--- config.mk ---
export PLATFORM = sky130hd
export DESIGN_NAME = tbt_tracker
export DESIGN_NICKNAME = d
export VERILOG_FILES = /design/src/rtl/tbt_pkg.sv /design/src/rtl/tbt_scan_ctr.sv /design/src/rtl/tbt_tracker.sv
export SDC_FILE = /design/constraint.sdc
export NUM_CORES = 1
export LEC_CHECK = 0
export ABC_AREA = 1
export BUFFER_PORTS_ARGS = -buffer_cell sky130_fd_sc_hd__buf_4
export CAP_MARGIN = 20
export CORE_MARGIN = 8
export CORE_UTILIZATION = 30
export DETAILED_ROUTE_END_ITERATION = 8
export MAX_ROUTING_LAYER = met4
export SETUP_SLACK_MARGIN = 0.4
export SYNTH_ARGS = -nofsm -noshare
export SYNTH_HDL_FRONTEND = slang
export SYNTH_SLANG_ARGS = --single-unit
--- constraint.sdc ---
create_clock -name clk_i -period 8.6 [get_ports clk_i]
set_clock_uncertainty 0.05 [all_clocks]
set_input_delay 0.86 -clock clk_i [delete_from_list [all_inputs] [get_ports clk_i]]
set_output_delay 0.86 -clock clk_i [all_outputs]
set_load 0.1 [all_outputs]
--- src/rtl/tbt_pkg.sv ---
// Shared constants for the touch baseline tracker
package tbt_pkg;

  // ----------------------------------------------------------------
  // Sizing
  // ----------------------------------------------------------------
  localparam int NUM_SENS = 4;
  localparam int NUM_ROWS = 2;
  localparam int NUM_COLS = 2;
  localparam int SCAN_RES = 10;
  localparam logic [SCAN_RES-1:0] SCAN_CYC = 10'h3FF;
  localparam int CNT_W = 8;

  // ----------------------------------------------------------------
  // Register byte offsets
  // ----------------------------------------------------------------
  localparam logic [7:0] REG_CTRL = 8'h00;
  localparam logic [7:0] REG_NOISE = 8'h04;
  localparam logic [7:0] REG_FINGER = 8'h08;
  localparam logic [7:0] REG_DEBLIM = 8'h0C;
  localparam logic [7:0] REG_STATUS = 8'h10;
  localparam logic [7:0] REG_MASK = 8'h14;
  localparam logic [7:0] REG_STATE = 8'h18;
  localparam logic [7:0] REG_SENS0 = 8'h20;

  // ----------------------------------------------------------------
  // Field positions
  // ----------------------------------------------------------------
  localparam int CTRL_SCAN_EN = 0;
  localparam int CTRL_AUTO_RST = 1;
  localparam int HI_FIELD = 16;
  localparam int STATE_ISECT = 8;

  // ----------------------------------------------------------------
  // Reset values
  // ----------------------------------------------------------------
  localparam logic [1:0] CTRL_RST = 2'h1;
  localparam logic [SCAN_RES-1:0] NOISE_RST = 10'h014;
  localparam logic [SCAN_RES-1:0] NNOISE_RST = 10'h014;
  localparam logic [SCAN_RES-1:0] FINGER_RST = 10'h064;
  localparam logic [CNT_W-1:0] HYS_RST = 8'h0A;
  localparam logic [CNT_W-1:0] DEB_RST = 8'h03;
  localparam logic [CNT_W-1:0] LBR_RST = 8'h1E;

endpackage

--- src/rtl/tbt_scan_ctr.sv ---
// Modulator bit counter producing one raw count per sensor scan
`timescale 1ns/10ps
module tbt_scan_ctr
  import tbt_pkg::*;
(
  input wire logic clk_i,
  input wire logic rst_i,
  input wire logic en_i,
  input wire logic mod_bit_i,
  output logic [1:0] sel_o,
  output logic [SCAN_RES-1:0] raw_o,
  output logic vld_o
);

  typedef struct packed {
    logic [SCAN_RES-1:0] cnt;
    logic [SCAN_RES-1:0] acc;
    logic [1:0] sel;
    logic [SCAN_RES-1:0] raw;
    logic vld;
  } tbt_ctr_t;

  tbt_ctr_t q_r;
  tbt_ctr_t q_nxt;

  // ----------------------------------------------------------------
  // Scan counting
  // ----------------------------------------------------------------
  always_comb
  begin
    q_nxt = q_r;
    q_nxt.vld = 1'b0;
    if (en_i)
    begin
      // (RULE_07) clk_i is the modulator clock
      // (RULE_08) scan ends after SCAN_CYC periods
      if (q_r.cnt == SCAN_CYC - 10'h001)
      begin
        // (RULE_09) raw count is SCAN_RES wide
        q_nxt.raw = q_r.acc + {{(SCAN_RES-1){1'b0}}, mod_bit_i};
        q_nxt.vld = 1'b1;
        q_nxt.cnt = '0;
        q_nxt.acc = '0;
        q_nxt.sel = q_r.sel + 2'h1;
      end
      else
      begin
        q_nxt.cnt = q_r.cnt + 10'h001;
        q_nxt.acc = q_r.acc + {{(SCAN_RES-1){1'b0}}, mod_bit_i};
      end
    end
  end

  always_ff @(posedge clk_i)
  begin
    if (rst_i)
      q_r <= '0;
    else
      q_r <= q_nxt;
  end

  // Sensor index moves on with the pulse, so report the finished one
  assign sel_o = q_r.sel - 2'h1;
  assign raw_o = q_r.raw;
  assign vld_o = q_r.vld;
endmodule

--- src/rtl/tbt_tracker.sv ---
// Baseline tracking, touch decision and register file of the touch tracker
// Contract
// (RULE_01) Count consecutive samples with raw below baseline beyond negative noise threshold.
// (RULE_02) When that count exceeds the limit, load baseline with current raw count.
// (RULE_03) Track baseline only while baseline minus raw stays below negative threshold.
// (RULE_04) Raw above baseline by more than noise threshold is a likely signal.
// (RULE_05) Auto reset on: baseline updates every scan, even with a signal.
// (RULE_06) Auto reset off: baseline updates only when difference below noise threshold.
// (RULE_07) Raw counter runs on the modulator clock sampling the modulator bit.
// (RULE_08) A scan lasts two to the resolution minus one modulator periods.
// (RULE_09) Raw count width equals the scan resolution.
// (RULE_10) A matrix of M rows and N columns gives M times N intersections.
// (RULE_11) The matrix reports at most one touched intersection at a time.
// (RULE_12) Difference is raw minus baseline, zero if negative or below noise.
// (RULE_13) On above finger threshold plus hysteresis, off below threshold minus hysteresis.
// (RULE_14) Touch reported only after on condition holds for debounce samples.
// (RULE_15) After reset baseline takes first raw count; counters and state cleared.
// (RULE_16) Thresholds, hysteresis, debounce, limit and auto reset are static settings.
//
// The implementer's own choices: the address map and the Wishbone slave port.
`timescale 1ns/10ps
module tbt_tracker
  import tbt_pkg::*;
(
  input wire logic clk_i,
  input wire logic rst_i,
  input wire logic mod_bit_i,
  input wire logic wb_cyc_i,
  input wire logic wb_stb_i,
  input wire logic wb_we_i,
  input wire logic [7:0] wb_adr_i,
  input wire logic [31:0] wb_dat_i,
  input wire logic [3:0] wb_sel_i,
  output logic [31:0] wb_dat_o,
  output logic wb_ack_o,
  output logic [NUM_SENS-1:0] touch_o,
  output logic [NUM_ROWS*NUM_COLS-1:0] isect_o,
  output logic irq_o
);

  typedef struct packed {
    logic [NUM_SENS-1:0][SCAN_RES-1:0] bl;
    logic [NUM_SENS-1:0][SCAN_RES-1:0] diff;
    logic [NUM_SENS-1:0][CNT_W-1:0] low;
    logic [NUM_SENS-1:0][CNT_W-1:0] deb;
    logic [NUM_SENS-1:0] on;
    logic [NUM_SENS-1:0] init;
    logic [NUM_ROWS*NUM_COLS-1:0] isect;
    logic [1:0] ctrl;
    logic [SCAN_RES-1:0] noise;
    logic [SCAN_RES-1:0] nnoise;
    logic [SCAN_RES-1:0] finger;
    logic [CNT_W-1:0] hys;
    logic [CNT_W-1:0] debc;
    logic [CNT_W-1:0] lbr;
    logic [2*NUM_SENS-1:0] stat;
    logic [2*NUM_SENS-1:0] mask;
    logic ack;
    logic [31:0] dat;
  } tbt_state_t;

  tbt_state_t q_r;
  tbt_state_t q_nxt;

  logic [1:0] sel;
  logic [SCAN_RES-1:0] raw;
  logic raw_vld;

  tbt_scan_ctr u_scan (
    .clk_i(clk_i),
    .rst_i(rst_i),
    .en_i(q_r.ctrl[CTRL_SCAN_EN]),
    .mod_bit_i(mod_bit_i),
    .sel_o(sel),
    .raw_o(raw),
    .vld_o(raw_vld)
  );

  // ----------------------------------------------------------------
  // Per-sample analysis of the sensor just scanned
  // ----------------------------------------------------------------
  logic [SCAN_RES-1:0] cur_bl;
  logic [SCAN_RES-1:0] pdiff;
  logic [SCAN_RES-1:0] ndiff;
  logic pos;
  logic neg;
  logic neg_hit;
  logic signal;
  logic upd_ok;
  logic low_reset;
  logic [CNT_W-1:0] low_inc;
  logic [SCAN_RES-1:0] diff_val;
  logic [SCAN_RES:0] on_thr;
  logic [SCAN_RES:0] off_thr;
  logic [CNT_W-1:0] deb_inc;
  logic deb_done;

  always_comb
  begin
    cur_bl = q_r.bl[sel];
    pos = raw > cur_bl;
    neg = cur_bl > raw;
    pdiff = pos ? raw - cur_bl : '0;
    ndiff = neg ? cur_bl - raw : '0;
    // (RULE_01) abnormally low sample
    neg_hit = neg && (ndiff > q_r.nnoise);
    low_inc = (q_r.low[sel] == 8'hFF) ? q_r.low[sel] : q_r.low[sel] + 8'h01;
    // (RULE_02) limit exceeded
    low_reset = neg_hit && (low_inc > q_r.lbr);
    // (RULE_04) likely valid signal versus noise
    signal = pos && (pdiff > q_r.noise);
    // (RULE_03) (RULE_05) (RULE_06) when tracking is allowed
    // A raw count above the baseline is never a negative excursion, even with a zero threshold
    upd_ok = (!neg || (ndiff < q_r.nnoise)) &&
             (q_r.ctrl[CTRL_AUTO_RST] || !pos || (pdiff < q_r.noise));
    // (RULE_12) difference clamped to zero
    diff_val = (pos && (pdiff >= q_r.noise)) ? pdiff : '0;
    on_thr = {1'b0, q_r.finger} + {3'h0, q_r.hys};
    off_thr = (q_r.finger > {2'h0, q_r.hys}) ? {1'b0, q_r.finger - {2'h0, q_r.hys}} : '0;
    deb_inc = (q_r.deb[sel] == 8'hFF) ? q_r.deb[sel] : q_r.deb[sel] + 8'h01;
    // Zero debounce setting acts as one sample
    deb_done = (deb_inc >= q_r.debc);
  end

  // ----------------------------------------------------------------
  // Register read mux
  // ----------------------------------------------------------------
  logic [31:0] rd_data;
  logic [1:0] rd_idx;

  always_comb
  begin
    rd_data = '0;
    rd_idx = wb_adr_i[3:2];
    unique case (wb_adr_i)
      REG_CTRL: rd_data[1:0] = q_r.ctrl;
      REG_NOISE:
      begin
        rd_data[SCAN_RES-1:0] = q_r.noise;
        rd_data[HI_FIELD +: SCAN_RES] = q_r.nnoise;
      end
      REG_FINGER:
      begin
        rd_data[SCAN_RES-1:0] = q_r.finger;
        rd_data[HI_FIELD +: CNT_W] = q_r.hys;
      end
      REG_DEBLIM:
      begin
        rd_data[CNT_W-1:0] = q_r.debc;
        rd_data[HI_FIELD +: CNT_W] = q_r.lbr;
      end
      REG_STATUS: rd_data[2*NUM_SENS-1:0] = q_r.stat;
      REG_MASK: rd_data[2*NUM_SENS-1:0] = q_r.mask;
      REG_STATE:
      begin
        rd_data[NUM_SENS-1:0] = q_r.on;
        rd_data[STATE_ISECT +: NUM_ROWS*NUM_COLS] = q_r.isect;
      end
      REG_SENS0, REG_SENS0 + 8'h04, REG_SENS0 + 8'h08, REG_SENS0 + 8'h0C:
      begin
        rd_data[SCAN_RES-1:0] = q_r.bl[rd_idx];
        rd_data[HI_FIELD +: SCAN_RES] = q_r.diff[rd_idx];
      end
      default: rd_data = '0;
    endcase
  end

  // Byte-lane merge of a write into a 32-bit word
  function automatic logic [31:0] wr_merge(input logic [31:0] old, input logic [31:0] wd,
                                           input logic [3:0] be);
    logic [31:0] r;
    r = old;
    for (int b = 0; b < 4; b++)
    begin
      if (be[b])
        r[8*b +: 8] = wd[8*b +: 8];
    end
    return r;
  endfunction

  // ----------------------------------------------------------------
  // Matrix intersection pick
  // ----------------------------------------------------------------
  logic [NUM_ROWS*NUM_COLS-1:0] isect_val;

  // (RULE_10) rows are sensors 0..M-1, columns M..M+N-1
  always_comb
  begin
    isect_val = '0;
    // (RULE_11) only the lowest row and column pair wins
    for (int r = NUM_ROWS - 1; r >= 0; r--)
    begin
      for (int c = NUM_COLS - 1; c >= 0; c--)
      begin
        if (q_r.on[r] && q_r.on[NUM_ROWS + c])
        begin
          isect_val = '0;
          isect_val[r*NUM_COLS + c] = 1'b1;
        end
      end
    end
  end

  // ----------------------------------------------------------------
  // Next state
  // ----------------------------------------------------------------
  logic wr_go;
  logic rd_go;
  logic [31:0] w32;

  always_comb
  begin
    q_nxt = q_r;
    wr_go = q_r.ack && wb_cyc_i && wb_stb_i && wb_we_i;
    rd_go = q_r.ack && wb_cyc_i && wb_stb_i && !wb_we_i;
    w32 = wr_merge(rd_data, wb_dat_i, wb_sel_i);
    q_nxt.ack = wb_cyc_i && wb_stb_i && !q_r.ack;
    q_nxt.dat = rd_data;
    q_nxt.isect = isect_val;

    // Writes land on the edge that the master samples ack
    // (RULE_16) settings held static until software rewrites them
    if (wr_go)
    begin
      unique case (wb_adr_i)
        REG_CTRL: q_nxt.ctrl = w32[1:0];
        REG_NOISE:
        begin
          q_nxt.noise = w32[SCAN_RES-1:0];
          q_nxt.nnoise = w32[HI_FIELD +: SCAN_RES];
        end
        REG_FINGER:
        begin
          q_nxt.finger = w32[SCAN_RES-1:0];
          q_nxt.hys = w32[HI_FIELD +: CNT_W];
        end
        REG_DEBLIM:
        begin
          q_nxt.debc = w32[CNT_W-1:0];
          q_nxt.lbr = w32[HI_FIELD +: CNT_W];
        end
        REG_MASK: q_nxt.mask = w32[2*NUM_SENS-1:0];
        default: q_nxt.ctrl = q_r.ctrl;
      endcase
    end
    // Read clears status; set below wins over this clear
    if (rd_go && (wb_adr_i == REG_STATUS))
      q_nxt.stat = '0;

    if (raw_vld)
    begin
      if (!q_r.init[sel])
      begin
        // (RULE_15) first raw count seeds the baseline
        q_nxt.init[sel] = 1'b1;
        q_nxt.bl[sel] = raw;
        q_nxt.low[sel] = '0;
        q_nxt.deb[sel] = '0;
        q_nxt.diff[sel] = '0;
      end
      else
      begin
        // (RULE_01) consecutive low-sample count
        q_nxt.low[sel] = neg_hit ? low_inc : '0;
        if (low_reset)
        begin
          // (RULE_02) baseline reloaded from raw
          q_nxt.bl[sel] = raw;
          q_nxt.low[sel] = '0;
        end
        else if (upd_ok && pos)
          q_nxt.bl[sel] = cur_bl + 10'h001;
        else if (upd_ok && neg)
          q_nxt.bl[sel] = cur_bl - 10'h001;
        q_nxt.diff[sel] = diff_val;

        // (RULE_13) (RULE_14) hysteresis and debounce
        if ({1'b0, diff_val} > on_thr)
        begin
          q_nxt.deb[sel] = deb_inc;
          if (deb_done && !q_r.on[sel])
          begin
            q_nxt.on[sel] = 1'b1;
            q_nxt.stat[sel] = 1'b1;
          end
        end
        else
        begin
          q_nxt.deb[sel] = '0;
          if (({1'b0, diff_val} < off_thr) && q_r.on[sel])
          begin
            q_nxt.on[sel] = 1'b0;
            q_nxt.stat[NUM_SENS + sel] = 1'b1;
          end
        end
      end
    end
  end

  always_ff @(posedge clk_i)
  begin
    if (rst_i)
    begin
      q_r <= '0;
      q_r.ctrl <= CTRL_RST;
      q_r.noise <= NOISE_RST;
      q_r.nnoise <= NNOISE_RST;
      q_r.finger <= FINGER_RST;
      q_r.hys <= HYS_RST;
      q_r.debc <= DEB_RST;
      q_r.lbr <= LBR_RST;
    end
    else
      q_r <= q_nxt;
  end

  assign wb_ack_o = q_r.ack;
  assign wb_dat_o = q_r.dat;
  assign touch_o = q_r.on;
  assign isect_o = q_r.isect;
  assign irq_o = |(q_r.stat & q_r.mask);
endmodule

# Word-level counts from Yosys, hierarchy flattened
# Cells that the tools add are included.
[word_totals] reg_bits=294 inputBits=50 out_inout_bits=42 elab_cells=214
[op_classes] add_sub_neg=13 magnitude_cmp=17 n_eq_ne=15 muxes=68 bitwise=15 n_reduce_logical=47
[op_table] cell="bitwise mux 40 bit" count=4
[op_table] cell="two-way mux 144 bit" count=1
[op_table] cell="two-way mux 40 bit" count=3
[op_table] cell="two-way mux 8 bit" count=14
[op_table] cell="AND 32 bit" count=3
[op_table] cell="two-way mux 10 bit" count=8
[op_table] cell="bitwise mux 32 bit" count=2
[op_table] cell="binary-select mux 10 bit (select 2 bit)" count=3
[op_table] cell="AND 40 bit" count=1
[op_table] cell="NOT 40 bit" count=1
[op_table] cell="two-way mux 36 bit" count=1
[op_table] cell="binary-select mux 8 bit (select 2 bit)" count=2
[op_table] cell="equality test 8 x 6 -> 1 bit, second input constant" count=4
[op_table] cell="two-way mux 32 bit" count=1
[op_table] cell="NOT 32 bit" count=1
[op_table] cell="case mux 8 bit (4 select lines)" count=1
[op_table] cell="> comparator 10 bit" count=3
[op_table] cell="< comparator 10 bit" count=3
[op_table] cell="equality test 8 x 5 -> 1 bit, second input constant" count=3
[op_table] cell="two-way mux 4 bit" count=6
[op_table] cell="case mux 4 bit (6 select lines)" count=1
[op_table] cell="logical AND 1 bit" count=22
[op_table] cell="adder 10 x 1 -> 10 bit, second input constant" count=2
[op_table] cell="demux 10 bit (select 2 bit)" count=1
[op_table] cell="53 further kinds" count=84

# Longest topological paths before layout
# Gate-level depths: netlist (run 1).
[depth] depth_word=14 ltp_mapped=48 mapped_depth_nobuf=40

# Modules after synthesis
# From an unflattened synthesis (run 1), not the netlist that was laid out.
[hier_totals] cells_unflattened=2613 hier_area_um2=17878.4
[modules_own_cells] module="tbt_tracker" n_inst=1 cells_per_inst=2395 area_per_inst_um2=16300.6 seq_area_each_um2=5024.8
[modules_own_cells] module="tbt_scan_ctr" n_inst=1 cells_per_inst=218 area_per_inst_um2=1577.8 seq_area_each_um2=660.6

# Least setup slack after synthesis (run 1)
# No wires, ideal clock.
[synth_timing] kind="register to register" start="register u_scan.q_r[11] (netlist bit)" end="register q_r[117] (netlist bit)" setup_time_ns=0.113 t_arrival_ns=5.976 required_ns=8.437 slack_ns=2.461 path_stages_with_launch=42 n_path_buf=8 synth_period_minus_slack_ns=6.139 cell_sequence="dfxtp_1 buf_4 inv_2 buf_2 buf_2 ha_1 inv_1 clkbuf_1 buf_1 a21oi_1 a32oi_1 ha_1 nand2_2 inv_1 a21oi_1 nand3_2 nand2_1 inv_1 [... 6 more ...] nor2_1 nor2_2 nand3_2 buf_6 nand2_1 inv_1 ha_1 nand2_1 inv_1 nand4_1 nor4b_1 nand3_1 buf_2 nand4_2 nand2_2 buf_4 nor2_1 nor2_1"
[synth_between] elab_chain_cells=11 word_cells_on_any_way=27 classes_between="add/sub (3); order compare (5); eq/ne (1); mux (14); bitwise (2); reduce/logical (2)"
[synth_lines] element="start, declared" line="tbt_scan_ctr.sv:23" text="tbt_ctr_t q_r;"
[synth_lines] element="start signal, assigned" line="tbt_scan_ctr.sv:59" text="q_r <= q_nxt;"
[synth_lines] element="subtractor 2 x 1 -> 2 bit *" line="tbt_scan_ctr.sv:63" text="assign sel_o = q_r.sel - 2'h1;"
[synth_lines] element="net sel[0]" line="tbt_tracker.sv:65" text="logic [1:0] sel;"
[synth_lines] element="binary-select mux 10 bit (select 2 bit)" line="tbt_tracker.sv:100" text="cur_bl = q_r.bl[sel];"
[synth_lines] element="two-way mux 10 bit (implied by the code)" line="tbt_tracker.sv:100"
[synth_lines] element="subtractor 10 bit or > comparator 10 bit (tied branches)" line="tbt_tracker.sv:103, tbt_tracker.sv:101"
[synth_lines] element="two-way mux 10 bit" line="tbt_tracker.sv:103" text="pdiff = pos ? raw - cur_bl : '0;"
[synth_lines] element="greater-or-equal comparator 10 bit" line="tbt_tracker.sv:117" text="diff_val = (pos && (pdiff >= q_r.noise)) ? pdiff : '0;"
[synth_lines] element="logical AND 1 bit" line="tbt_tracker.sv:117"
[synth_lines] element="two-way mux 10 bit" line="tbt_tracker.sv:117"
[synth_lines] element="> comparator 10 x 11 -> 1 bit" line="tbt_tracker.sv:278" text="if ({1'b0, diff_val} > on_thr)"
[synth_lines] element="two-way mux 36 bit" line="tbt_tracker.sv:278"
[synth_lines] element="two-way mux 144 bit *" line="tbt_tracker.sv:252" text="if (!q_r.init[sel])"
[synth_lines] element="end signal, assigned" line="tbt_tracker.sv:314" text="q_r <= q_nxt;"
[synth_lines] element="end, declared" line="tbt_tracker.sv:62" text="tbt_state_t q_r;"
# Mark *: on every way through the listed nets, which the timed path passes. The rest lies on a longest branch. The select of a mux whose other input is x is not followed.
# A chain may end at the register's enable or synchronous reset.

# Worst setup path after layout (run 1)
[layout_timing] start="register u_scan.q_r[12] (netlist bit)" end="register q_r[222] (netlist bit)"
[layout_between] elab_chain_cells=12 word_cells_on_any_way=46 classes_between="add/sub (6); order compare (8); eq/ne (2); mux (18); reduce/logical (12)"
[layout_lines] element="subtractor 2 x 1 -> 2 bit *" line="tbt_scan_ctr.sv:63"
[layout_lines] element="binary-select mux 10 bit (select 2 bit)" line="tbt_tracker.sv:100"
[layout_lines] element="two-way mux 10 bit (implied by the code)" line="tbt_tracker.sv:100"
[layout_lines] element="subtractor 10 bit (tied with other cells)" line="tbt_tracker.sv:104" text="ndiff = neg ? cur_bl - raw : '0;"
[layout_lines] element="two-way mux 10 bit (tied with other cells)" line="tbt_tracker.sv:104"
[layout_lines] element="< comparator 10 bit (tied with other cells)" line="tbt_tracker.sv:114" text="upd_ok = (!neg || (ndiff < q_r.nnoise)) &&"
[layout_lines] element="logical OR 1 bit (on tied branches)" line="tbt_tracker.sv:114, tbt_tracker.sv:115"
[layout_lines] element="logical AND 1 bit" line="tbt_tracker.sv:114"
[layout_lines] element="logical AND 1 bit" line="tbt_tracker.sv:271" text="else if (upd_ok && pos)"
[layout_lines] element="two-way mux 40 bit" line="tbt_tracker.sv:271"
[layout_lines] element="two-way mux 40 bit" line="tbt_tracker.sv:265" text="if (low_reset)"
[layout_lines] element="two-way mux 144 bit" line="tbt_tracker.sv:252"
# Mark *: on every way between the ends. The rest lies on a longest branch, timed or not. The select of a mux whose other input is x is not followed.

==> key figures, run 1 <==
Status
  – Result of the run: completed

Drt
  – Number of vias per cell after detailed routing: 5.15
  – Residual DRC: 0
  – DRC violation total after the first TritonRoute iteration: 1,742
  – Vias after detailed routing: 18,533
  – Iteration count of the initial detailed-routing pass: 5
  – Detailed-route wire length per cell: 17.7 um
  – Drt total wl: 63,700 um
  – Final antenna-violating net count: 0

Timing
  – Sum of negative setup slack: 0 ns
  – Number of pins with negative max-slew slack in the final report: 0
  – Slew margin rel.: 0.266
  – Minimum hold slack: 0.402 ns
  – Endpoints failing setup: 0
  – Highest achievable clock rate: 132 MHz
  – Setup repair after global routing missed its margin: false
  – Period Utilization, post-route: 0.879
  – Worst Tran Pin Value: 1.10 ns
  – Number of hold violations in the final report: 0
  – Final min period: 7.56 ns

Global routing
  – Largest net degree at the start of global routing: 75
  – Vias in the first global route: 16,929
  – Sum of overflow across all layers after global routing: 0
  – Global-route track usage on met3: 0.0242
  – First-pass GRT wire length: 98,800 um
  – GRT Resource Usage Total: 0.181
  – Most utilized layer in the global route result: met2
  – Initial antenna violation count: 0
  – Grt met2 use: 0.284
  – Met1 demand-to-capacity share in global routing: 0.235

Worst hold path
  – Min-delay worst type: reg -> reg
  – Hold Path Depth: 1
  – Launch instance of the worst min-delay path: wb_ack_o
  – Sink of the worst hold path: wb_ack_o

Pwr
  – Leakage component of the power: 0.00881 uW
  – Power density over cell area: 145 mW/mm2
  – Worst IR Drop VDD: 96.0 uV
  – Total chip power: 2980 uW

Worst setup path
  – Worst setup SP type: register
  – Reg2Reg Setup Slack: 1.04 ns
  – Critical Path Sink Type: register
  – Crit Path Max Fanout: 51
  – Worst Path Class, Setup: reg -> reg
  – Required arrival time at the worst endpoint: 9.00 ns
  – Arrival time at the worst endpoint: 7.96 ns
  – Critical Path Max Stage Delay: 0.51 ns
  – Start point of the critical path: u_scan.q_r[12]
  – Slowest cell on crit path: sky130_fd_sc_hd__nor2_2
  – Launch point of the worst reg-to-reg path: u_scan.q_r[12]
  – Most prevalent standard cell on the critical path: sky130_fd_sc_hd__nand2_1
  – Cell count of the worst reg-to-reg path: 33
  – End of the worst register-to-register path: q_r[222]

Finish
  – Antenna diode count: 0
  – Nets: 2,940
  – Total area of multi-input combinational cells: 0.0105 mm2
  – Fillers: 6,641
  – Non-filler cells in the finished layout: 3,602
  – Register Area: 0.00569 mm2
  – Final core utilization: 0.335
  – Layout area overhead: 11.3%
  – Fraction of final layout cells sized beyond drive strength 1: 0.0779

Clock network
  – Register clock-pin slew on the reported worst setup and hold paths: 0.06 ns
  – Maximum clock insertion buffer count: 3
  – Clock sink count: 284
  – Setup Buffers After CTS: 0
  – Number of buffers added by the clock tree synthesis step: 35
  – Cell at the root of the clock tree: sky130_fd_sc_hd__clkbuf_16
  – H-tree depth reported by CTS: 2
  – Clock latency of the later-clocked register in the worst-skew pair: 0.57 ns
  – TritonCTS clock tree: yes

Placed design
  – Placed cells: 3,539
  – IO Port Bufs: 69
  – Placed wire-length estimate: 44,900 um
  – Routability Congestion: 0.928

Synth
  – Share of synthesized registers carrying an async set or reset: 0
  – Synth area leader: sky130_fd_sc_hd__dfxtp_1
  – Yosys warning total: 0
  – Yosys cell types: 61
  – Avg Inst Size Synth: 6.54 um2
  – Number of flops mapped to enable cells by yosys: 0
  – Top cells by area in the synthesized netlist: sky130_fd_sc_hd__dfxtp_1 (31%), sky130_fd_sc_hd__nand2_1 (13%), sky130_fd_sc_hd__a21oi_1 (7.1%), sky130_fd_sc_hd__o21ai_0 (6.9%), sky130_fd_sc_hd__inv_1 (6.9%)
  – Seq/Total Area, Yosys: 0.308
  – Most instantiated flip-flop cell in the synthesis netlist: sky130_fd_sc_hd__dfxtp_1
  – Area of the mapped netlist: 0.0184 mm2
  – Number of synthesized register bits: 284
  – Share of Yosys cell area claimed by the top area cell type: 0.308
  – Post-synthesis cell count: 2,819

Die
  – Initial Utilization: 0.301
  – I/O pin count: 92
  – Die outline area: 0.0696 mm2
  – DIE HEIGHT: 264 um
  – X dimension of the die: 264 um
  – Core region area: 0.0613 mm2
  – Count of standard-cell rows: 91

Run
  – MaxCap Viol Count: 0
## placed cells by master, fill, tap and decap left out, types with 5 or more instances in the layout
cell                          n
sky130_fd_sc_hd__a2111oi_0    7
sky130_fd_sc_hd__a211oi_1     5
sky130_fd_sc_hd__a21oi_1    262
sky130_fd_sc_hd__a221oi_1    12
sky130_fd_sc_hd__a22oi_1      9
sky130_fd_sc_hd__a31oi_1     27
sky130_fd_sc_hd__a32oi_1     23
sky130_fd_sc_hd__buf_4      103
sky130_fd_sc_hd__clkbuf_1     6
sky130_fd_sc_hd__clkbuf_16   36
sky130_fd_sc_hd__clkbuf_8     9
sky130_fd_sc_hd__clkinv_1     7
sky130_fd_sc_hd__clkinv_2     5
sky130_fd_sc_hd__conb_1      10
sky130_fd_sc_hd__dfxtp_1    283
sky130_fd_sc_hd__ha_1       100
sky130_fd_sc_hd__inv_1      335
sky130_fd_sc_hd__inv_2        9
sky130_fd_sc_hd__nand2_1    639
sky130_fd_sc_hd__nand2_2     12
sky130_fd_sc_hd__nand3_1     87
sky130_fd_sc_hd__nand3_2      6
sky130_fd_sc_hd__nand4_1     51
sky130_fd_sc_hd__nor2_1     302
sky130_fd_sc_hd__nor2_4       5
sky130_fd_sc_hd__nor3_1      21
sky130_fd_sc_hd__o211ai_1    28
sky130_fd_sc_hd__o21a_1       7
sky130_fd_sc_hd__o21ai_0    255
sky130_fd_sc_hd__o21bai_1     6
sky130_fd_sc_hd__o22ai_1     30
sky130_fd_sc_hd__or2_0        6
sky130_fd_sc_hd__or2_2        8
sky130_fd_sc_hd__xnor2_1     10
sky130_fd_sc_hd__xor2_1      26
## metal layers
layer,vias to the layer above,share of wire
met5,-,0
li1,9174,-
met4,0,0.039
met1,8560,0.45
met2,658,0.45
met3,141,0.064
## final cells by class
type / count / area share
Tap cell: 790 / 0.0482
Multi-Input combinational cell: 2008 / 0.513
Timing Repair Buffer: 104 / 0.0382
Inverter: 353 / 0.0648
Clock inverter: 12 / 0.00768
Clock buffer: 51 / 0.0510
Sequential cell: 284 / 0.277
## synthesized netlist by cell type, types with 6 or more instances
library cell	n
sky130_fd_sc_hd__a2111oi_0	7
sky130_fd_sc_hd__a21oi_1	262
sky130_fd_sc_hd__a221oi_1	12
sky130_fd_sc_hd__a22oi_1	9
sky130_fd_sc_hd__a31oi_1	27
sky130_fd_sc_hd__a32oi_1	25
sky130_fd_sc_hd__buf_1	7
sky130_fd_sc_hd__buf_2	31
sky130_fd_sc_hd__buf_4	50
sky130_fd_sc_hd__buf_6	7
sky130_fd_sc_hd__clkbuf_1	86
sky130_fd_sc_hd__clkinv_1	7
sky130_fd_sc_hd__dfxtp_1	284
sky130_fd_sc_hd__ha_1	100
sky130_fd_sc_hd__inv_1	337
sky130_fd_sc_hd__inv_2	9
sky130_fd_sc_hd__nand2_1	640
sky130_fd_sc_hd__nand2_2	11
sky130_fd_sc_hd__nand3_1	87
sky130_fd_sc_hd__nand3_2	6
sky130_fd_sc_hd__nand4_1	51
sky130_fd_sc_hd__nor2_1	302
sky130_fd_sc_hd__nor3_1	21
sky130_fd_sc_hd__o211ai_1	28
sky130_fd_sc_hd__o21a_1	7
sky130_fd_sc_hd__o21ai_0	255
sky130_fd_sc_hd__o21bai_1	6
sky130_fd_sc_hd__o22ai_1	30
sky130_fd_sc_hd__or2_0	6
sky130_fd_sc_hd__or2_2	8
sky130_fd_sc_hd__xnor2_1	10
sky130_fd_sc_hd__xor2_1	26
## timing repair
item,4_1_cts,5_1_grt
endpoints found under the setup margin,0,45
hold buffers,0,0
resized for setup,0,3
## worst max path at each step
stage	endpoint	slack (ns)	depth (start not counted)
2_1_floorplan	q_r[117]	2.46	41
3_3_place_gp	q_r[222]	0.99	33
3_5_place_dp	q_r[119]	0.94	40
4_1_cts	q_r[119]	0.91	40
5_1_grt	q_r[222]	0.46	33
6_report	q_r[222]	1.04	33
## metrics by stage
stage / worst slack [ns] / instance area, um2
2_1_floorplan: 2.46 / 18500
3_3_place_gp: 0.990 / 19300
3_5_place_dp: 0.938 / 19300
4_1_cts: 0.910 / 20500
5_1_grt: 0.457 / 20500
6_report: 1.04 / 20500
## kinds of logic (layout without fill, tap and decap cells)
logic type	after synthesis	count (layout)	share of synthesized area
AO/OA/AOI/OAI	698	698	0.214
XOR/XNOR	36	36	0.0171
adder cells (fa/ha/maj)	104	104	0.0722
buffers and inverters	536	520	0.124
flip-flops	284	284	0.308
other	1	10	0.000203
AND/OR/NAND/NOR	1160	1160	0.263
## report_power, final
group          leakage [uW]  internal, uW  switching [uW]  total (uW)
Combinational       0.00593          21.9            78.9         101
Sequential          0.00229          1320            2.00        1320
Clock              0.000585           939             621        1560
Total               0.00881          2280             702        2980
## critical path, delay by kind of cell, from the launching register on
kind | cells | cell delay [ns]
buffers and inverters | 9 | 1.99
adders and majority gates | 4 | 1.03
AOI/OAI and AO/OA | 6 | 1.09
DFF | 1 | 0.35
and+or+nand+nor | 14 | 2.92
Power figures use the tool's default switching activity.
==> inputs of run 2 (changes only) <==
Settings changed: ABC_AREA 1 to unset.
==> run 2 against run 1 <==
Compared with the run above: sequential power about the same; synthesized cell count fell by 27%; flip-flop and latch count unchanged; synthesized area shrank 8.5%; cell count decreased by 22%; non-clock buffer count fell by 9; worst setup slack lost 0.17 ns; sequential share of layout area increased by 2.4 points; critical path type unchanged; highest routed layer unchanged.
==> key figures, run 2 <==
Placed design
  – Placed cells: 2,746
  – IO Port Bufs: 69
  – Placed wire-length estimate: 37,900 um
  – Routability Congestion: 0.935

Synth
  – Count leader, synth: sky130_fd_sc_hd__dfxtp_1
  – Post-Synth Simple-Gate Area: 0.211
  – Adder and majority cell fraction of the synthesized area: 0.0789
  – Area share of xor/xnor cells in the synthesized design: 0.0279
  – Most used standard cells in the synthesized netlist: sky130_fd_sc_hd__dfxtp_1 (284), sky130_fd_sc_hd__nor2_1 (281), sky130_fd_sc_hd__nand2_1 (273)
  – Synth area leader: sky130_fd_sc_hd__dfxtp_1
  – Post-synthesis cell count: 2,055
  – Number of synthesized register bits: 284
  – Dominant combinational cell family by area after synthesis: simple AND/OR/NAND/NOR gates
  – Area of the mapped netlist: 0.0169 mm2
  – Most instantiated flip-flop cell in the synthesis netlist: sky130_fd_sc_hd__dfxtp_1
  – Yosys cell types: 87
  – Portion of netlist area occupied by mux cells: 0.100
  – Seq/Total Area, Yosys: 0.337
  – Share of Yosys cell area claimed by the top area cell type: 0.337
  – Avg Inst Size Synth: 8.21 um2
  – Yosys warning total: 0
  – Top cells by area in the synthesized netlist: sky130_fd_sc_hd__dfxtp_1 (34%), sky130_fd_sc_hd__ha_1 (7.4%), sky130_fd_sc_hd__mux4_2 (6.7%), sky130_fd_sc_hd__nor2_1 (6.3%), sky130_fd_sc_hd__nand2_1 (6.1%)
  – Share of synthesized registers carrying an async set or reset: 0
  – Number of flops mapped to enable cells by yosys: 0
  – Compound-cell area share of the yosys netlist: 0.172

Global routing
  – Initial antenna violation count: 4
  – First-pass GRT wire length: 81,000 um
  – Sum of overflow across all layers after global routing: 0
  – GRT Resource Usage Total: 0.164
  – Largest net degree at the start of global routing: 127
  – Vias in the first global route: 13,931

Pwr
  – Power density over cell area: 153 mW/mm2
  – Worst IR Drop VDD: 141 uV
  – Sequential group share of total power: 0.457
  – Switching share of power: 0.226
  – Net Switching: 652 uW
  – Leakage component of the power: 0.00708 uW
  – Power share of the combinational group: 0.036
  – Clock power share: 0.507
  – Internal Dissipation: 2240 uW

Clock network
  – TritonCTS clock tree: yes
  – Maximum clock insertion buffer count: 3
  – Cell at the root of the clock tree: sky130_fd_sc_hd__clkbuf_16
  – H-tree depth reported by CTS: 2
  – Number of buffers added by the clock tree synthesis step: 34
  – Clock sink count: 284
  – Post-CTS Hold Buffers: 0
  – Register clock-pin slew on the reported worst setup and hold paths: 0.07 ns
  – Clock latency of the later-clocked register in the worst-skew pair: 0.54 ns

Drt
  – Vias after detailed routing: 14,652
  – Final antenna-violating net count: 0
  – Number of vias per cell after detailed routing: 5.22
  – Detailed-route wire length per cell: 18.9 um
  – Iteration count of the initial detailed-routing pass: 6
  – DRC violation total after the first TritonRoute iteration: 1,154
  – Drt total wl: 53,000 um
  – Residual DRC: 0

Die
  – DIE HEIGHT: 253 um
  – Initial Utilization: 0.302
  – Core region area: 0.0560 mm2
  – Die outline area: 0.0641 mm2
  – I/O pin count: 92
  – Count of standard-cell rows: 87
  – X dimension of the die: 253 um

Worst setup path
  – Required arrival time at the worst endpoint: 8.99 ns
  – Most prevalent standard cell on the critical path: sky130_fd_sc_hd__ha_1
  – Arrival time at the worst endpoint: 8.12 ns
  – Number of buffers and inverters on the critical path: 5
  – Top cell family by delay on the critical path: simple AND/OR/NAND/NOR gates
  – Worst Path Class, Setup: reg -> reg
  – Critical Path Sink Type: register
  – Critical Path Max Stage Delay: 0.54 ns
  – Slowest cell on crit path: sky130_fd_sc_hd__or3_1
  – Crit Path Max Fanout: 32
  – Worst setup SP type: register

Timing
  – Worst Tran Pin Value: 1.12 ns
  – Period Utilization, post-route: 0.899
  – Slew margin rel.: 0.251
  – Setup repair after global routing missed its margin: false
  – Endpoints failing setup: 0
  – Highest achievable clock rate: 129 MHz
  – Sum of negative setup slack: 0 ns
  – Number of hold violations in the final report: 0
  – Number of pins with negative max-slew slack in the final report: 0
  – Final min period: 7.73 ns

Status
  – Result of the run: completed

Finish
  – Commonest cells after routing, fill and taps aside: sky130_fd_sc_hd__dfxtp_1 (283), sky130_fd_sc_hd__nor2_1 (280), sky130_fd_sc_hd__nand2_1 (273), sky130_fd_sc_hd__a21oi_1 (195), sky130_fd_sc_hd__inv_1 (109)
  – Layout area overhead: 12.0%
  – Nets: 2,183
  – Fraction of final layout cells sized beyond drive strength 1: 0.120
  – Most common library cell in the layout ignoring fill and taps: sky130_fd_sc_hd__dfxtp_1
  – Non-filler cells in the finished layout: 2,809

Run
  – MaxCap Viol Count: 0

Worst hold path
  – Min-delay worst type: reg -> reg
[run 2: changes by cell type after synthesis, moves of 30 or more]
cell | before | now
sky130_fd_sc_hd__mux2i_1 | 0 | 41
sky130_fd_sc_hd__a211oi_1 | 5 | 35
sky130_fd_sc_hd__nand2_1 | 640 | 273
sky130_fd_sc_hd__o21ai_0 | 255 | 55
sky130_fd_sc_hd__nand3_1 | 87 | 46
sky130_fd_sc_hd__a21oi_1 | 262 | 195
sky130_fd_sc_hd__nand4_1 | 51 | 18
sky130_fd_sc_hd__mux4_2 | 0 | 50
sky130_fd_sc_hd__inv_1 | 337 | 109
[run 2: repair_timing]
action,in CTS,in global routing
setup endpoints to repair,4,44
gates resized for setup,1,3
buffers inserted,0,2
pin swaps,0,1
[run 2: path summary, 6_finish.rpt]
| path | end | from | depth (start not counted) | slack (ns) |
|---|---|---|---|---|
| worst min register to register | q_r[126] | q_r[126] | 2 | 0.40 |
| worst max-delay path | register | u_scan.q_r[12] | 30 | 0.87 |
| worst max register to register | register | u_scan.q_r[12] | 30 | 0.87 |
| worst min-delay path | q_r[126] | q_r[126] | 2 | 0.40 |
[run 2: power by group through the flow]
stage                     combinational (uW)  sequential [uW]  clock, uW
after global routing                     110             1320       1560
after CTS                                103             1320       1500
after global placement                   102             1350          0
final                                    103             1320       1470
after floorplan                         75.0             1350          0
after detailed placement                 103             1350          0
[run 2: metal layers]
metal / GRT usage / vias up / part of all wire
li1: - / 7074 / -
met1: 0.215 / 6963 / 0.45
met2: 0.250 / 534 / 0.45
met3: 0.0401 / 81 / 0.083
met4: 0.0454 / 0 / 0.024
met5: - / - / 0
[run 2: area by class of cell]
cell class                 instances  area [um2]
antenna                            3        7.51
clock inverter                    10         110
timing repair buffer              95         723
clock buffer                      47        1020
multi-input combinational       1505       10000
sequential                       284        5690
fill                            5868       37000
inverter                         109         409
tap                              756         946
[run 2: cell families (layout without fill, tap and decap cells)]
group | count (synthesis) | after routing
AND/OR/NAND/NOR | 790 | 790
buffers and inverters | 275 | 261
XOR/XNOR | 52 | 52
AO/OA/AOI/OAI | 444 | 444
other | 1 | 13
adder cells (fa/ha/maj) | 104 | 104
flip-flops | 284 | 284
multiplexers | 105 | 105
[run 2: tightest hold or removal path, cell delays in order (launching register included)]
cell and delay (ns):
sky130_fd_sc_hd__dfxtp_1 0.31, sky130_fd_sc_hd__nand2_1 0.05, sky130_fd_sc_hd__a21oi_1 0.05
[run 2: through the flow]
| step | worst slack [ns] | power [uW] | hold WS (ns) | utilization | area, um2 |
|---|---|---|---|---|---|
| after floorplan | 0.699 | 1430 | 0.379 | - | 16900 |
| final | 0.871 | 2890 | 0.403 | 0.338 | 18900 |
| after global placement | 0.554 | 1450 | 0.386 | 0.317 | 17700 |
| after detailed placement | 0.343 | 1450 | 0.396 | 0.317 | 17700 |
| after global routing | 0.477 | 2990 | 0.418 | 0.338 | 18900 |
| after CTS | 0.495 | 2920 | 0.404 | 0.337 | 18900 |
==> inputs of run 3 (changes only) <==
Settings changed: CTS_CLUSTER_SIZE set to 14, RECOVER_POWER set to 100, SETUP_SLACK_MARGIN 0.4 to unset.
==> run 3 against run 2 <==
Compared with the run above: the flow now finishes with violations (max-capacitance violations, max-slew violations); via count is 0.33% lower; clock power is essentially flat; cell area down 1.1%; count of clock-buffer cells in the layout rose by 1; hold slack barely moved; critical path type unchanged; largest power group unchanged.
==> key figures, run 3 (synthesis results as in run 2) <==
Status
  – Result of the run: complete, but fails checks
  – Violated checks: max-capacitance violations, max-slew violations

Clock network
  – Register clock-pin slew on the reported worst setup and hold paths: 0.06 ns
  – Clock sink count: 284
  – Cell at the root of the clock tree: sky130_fd_sc_hd__clkbuf_16
  – Maximum clock insertion buffer count: 3
  – Post-CTS Hold Buffers: 0
  – TritonCTS clock tree: yes
  – Clock latency of the later-clocked register in the worst-skew pair: 0.54 ns
  – H-tree depth reported by CTS: 2
  – Number of buffers added by the clock tree synthesis step: 34

Global routing
  – Initial antenna violation count: 4
  – Sum of overflow across all layers after global routing: 0
  – Largest net degree at the start of global routing: 127
  – Vias in the first global route: 13,919
  – GRT Resource Usage Total: 0.164
  – First-pass GRT wire length: 80,900 um

Worst setup path
  – Required arrival time at the worst endpoint: 8.90 ns
  – Critical Path Max Stage Delay: 0.61 ns
  – End of the worst register-to-register path: q_r[44]
  – Number of buffers and inverters on the critical path: 5
  – Critical Path Sink Type: register
  – Cell count of the worst reg-to-reg path: 31
  – Worst setup SP type: register
  – Crit Path Max Fanout: 32
  – Start point of the critical path: u_scan.q_r[12]
  – Number of cells on the critical path: 31
  – Slowest cell on crit path: sky130_fd_sc_hd__o311ai_0
  – Arrival time at the worst endpoint: 8.32 ns
  – Worst Path Class, Setup: reg -> reg
  – Reg2Reg Setup Slack: 0.59 ns
  – Top cell family by delay on the critical path: compound AO/OA/AOI/OAI gates
  – Launch point of the worst reg-to-reg path: u_scan.q_r[12]

Die
  – DIE HEIGHT: 253 um
  – Initial Utilization: 0.302
  – I/O pin count: 92
  – Core region area: 0.0560 mm2
  – Count of standard-cell rows: 87
  – Die outline area: 0.0641 mm2
  – X dimension of the die: 253 um

Finish
  – Commonest cells after routing, fill and taps aside: sky130_fd_sc_hd__dfxtp_1 (283), sky130_fd_sc_hd__nor2_1 (280), sky130_fd_sc_hd__nand2_1 (273), sky130_fd_sc_hd__a21oi_1 (195), sky130_fd_sc_hd__inv_1 (109)
  – Layout area overhead: 10.8%
  – Nets: 2,183
  – Post-route cell area: 0.0187 mm2
  – Fraction of final layout cells sized beyond drive strength 1: 0.101
  – Most common library cell in the layout ignoring fill and taps: sky130_fd_sc_hd__dfxtp_1
  – Fillers: 5,923

Drt
  – Iteration count of the initial detailed-routing pass: 7
  – DRC violation total after the first TritonRoute iteration: 1,227
  – Residual DRC: 0
  – Vias after detailed routing: 14,604
  – Drt total wl: 53,100 um
  – Final antenna-violating net count: 0
  – Detailed-route wire length per cell: 18.9 um
  – Number of vias per cell after detailed routing: 5.20

Worst hold path
  – Hold Path Depth: 2
  – Launch instance of the worst min-delay path: q_r[126]
  – Sink of the worst hold path: q_r[126]
  – Min-delay worst type: reg -> reg

Placed design
  – Placed wire-length estimate: 37,900 um
  – Placed inst area: 0.0177 mm2
  – IO Port Bufs: 69
  – Routability Congestion: 0.935

Timing
  – Final min period: 8.01 ns
  – Number of hold violations in the final report: 0
  – Number of pins with negative max-slew slack in the final report: 286
  – Highest achievable clock rate: 125 MHz
  – Endpoints failing setup: 0
  – Sum of negative setup slack: 0 ns
  – Period Utilization, post-route: 0.932
  – Worst Tran Pin Value: 5.45 ns
  – Slew margin rel.: -2.63
  – Setup repair after global routing missed its margin: false

Run
  – MaxCap Viol Count: 3

Pwr
  – Power density over cell area: 153 mW/mm2
  – Leakage component of the power: 0.00690 uW
  – Worst IR Drop VDD: 142 uV
[run 3: cell types whose count changed in the layout (fill, tap and decap cells not counted), sizes merged]
cell	previous run	this run
bufinv	2	1
clkinvlp	4	6
clkbuf	48	84
buf	94	59
[run 3: final cells by class]
cell class | count | area, um2 | share of cell area
Multi-Input combinational cell | 1505 | 9940 | 0.532
Clock buffer | 48 | 1030 | 0.0549
Inverter | 109 | 409 | 0.0219
Antenna cell | 3 | 7.51 | 0.000401
Clock inverter | 11 | 95.1 | 0.00509
Timing Repair Buffer | 95 | 583 | 0.0312
Tap cell | 756 | 946 | 0.0506
Sequential cell | 284 | 5690 | 0.304
[run 3: worst max path at each step]
stage | to | slack, ns
5_1_grt | q_r[148] | 0.11
3_3_place_gp | register | 0.55
3_5_place_dp | register | 0.34
2_1_floorplan | q_r[41] | 0.70
4_1_cts | register | 0.35
6_report | q_r[44] | 0.59
[run 3: metrics by stage]
| step | power (uW) | worst slack (ns) | utilization | hold WS (ns) | std cells |
|---|---|---|---|---|---|
| final | 2870 | 0.588 | 0.334 | 0.403 | 2811 |
| after CTS | 2900 | 0.350 | 0.337 | 0.404 | 2805 |
| after global placement | 1450 | 0.554 | 0.317 | 0.386 | 2746 |
| after floorplan | 1430 | 0.699 | - | 0.379 | 2064 |
| after detailed placement | 1450 | 0.343 | 0.317 | 0.396 | 2746 |
| after global routing | 2970 | 0.107 | 0.334 | 0.418 | 2811 |
[run 3: power breakdown]
part / total (uW) / internal (uW) / switching, uW
Combinational: 102 / 28.2 / 73.4
Clock: 1440 / 863 / 581
Sequential: 1320 / 1320 / 2.31
Total: 2870 / 2210 / 657
[run 3: what timing repair did]
| action | in CTS | in global routing |
|---|---|---|
| gates resized for setup | 0 | 2 |
| setup buffers | 0 | 2 |
| endpoints found under the setup margin | 0 | 36 |
| endpoints found under the hold margin | 0 | 0 |
[run 3: layer usage]
layer  GRT usage  up-vias  part of all wire  routed length [um]
met5           -        -                 0                   0
met4      0.0447        0             0.025                1320
met3      0.0400       95             0.071                3790
met2       0.250      451              0.44               23600
met1       0.216     6986              0.46               24400
li1            -     7072                 -                   -
[run 3: tightest hold or removal path, stage by stage (launching register included)]
cell and delay (ns):
sky130_fd_sc_hd__dfxtp_1 0.31, sky130_fd_sc_hd__nand2_1 0.05, sky130_fd_sc_hd__a21oi_1 0.05
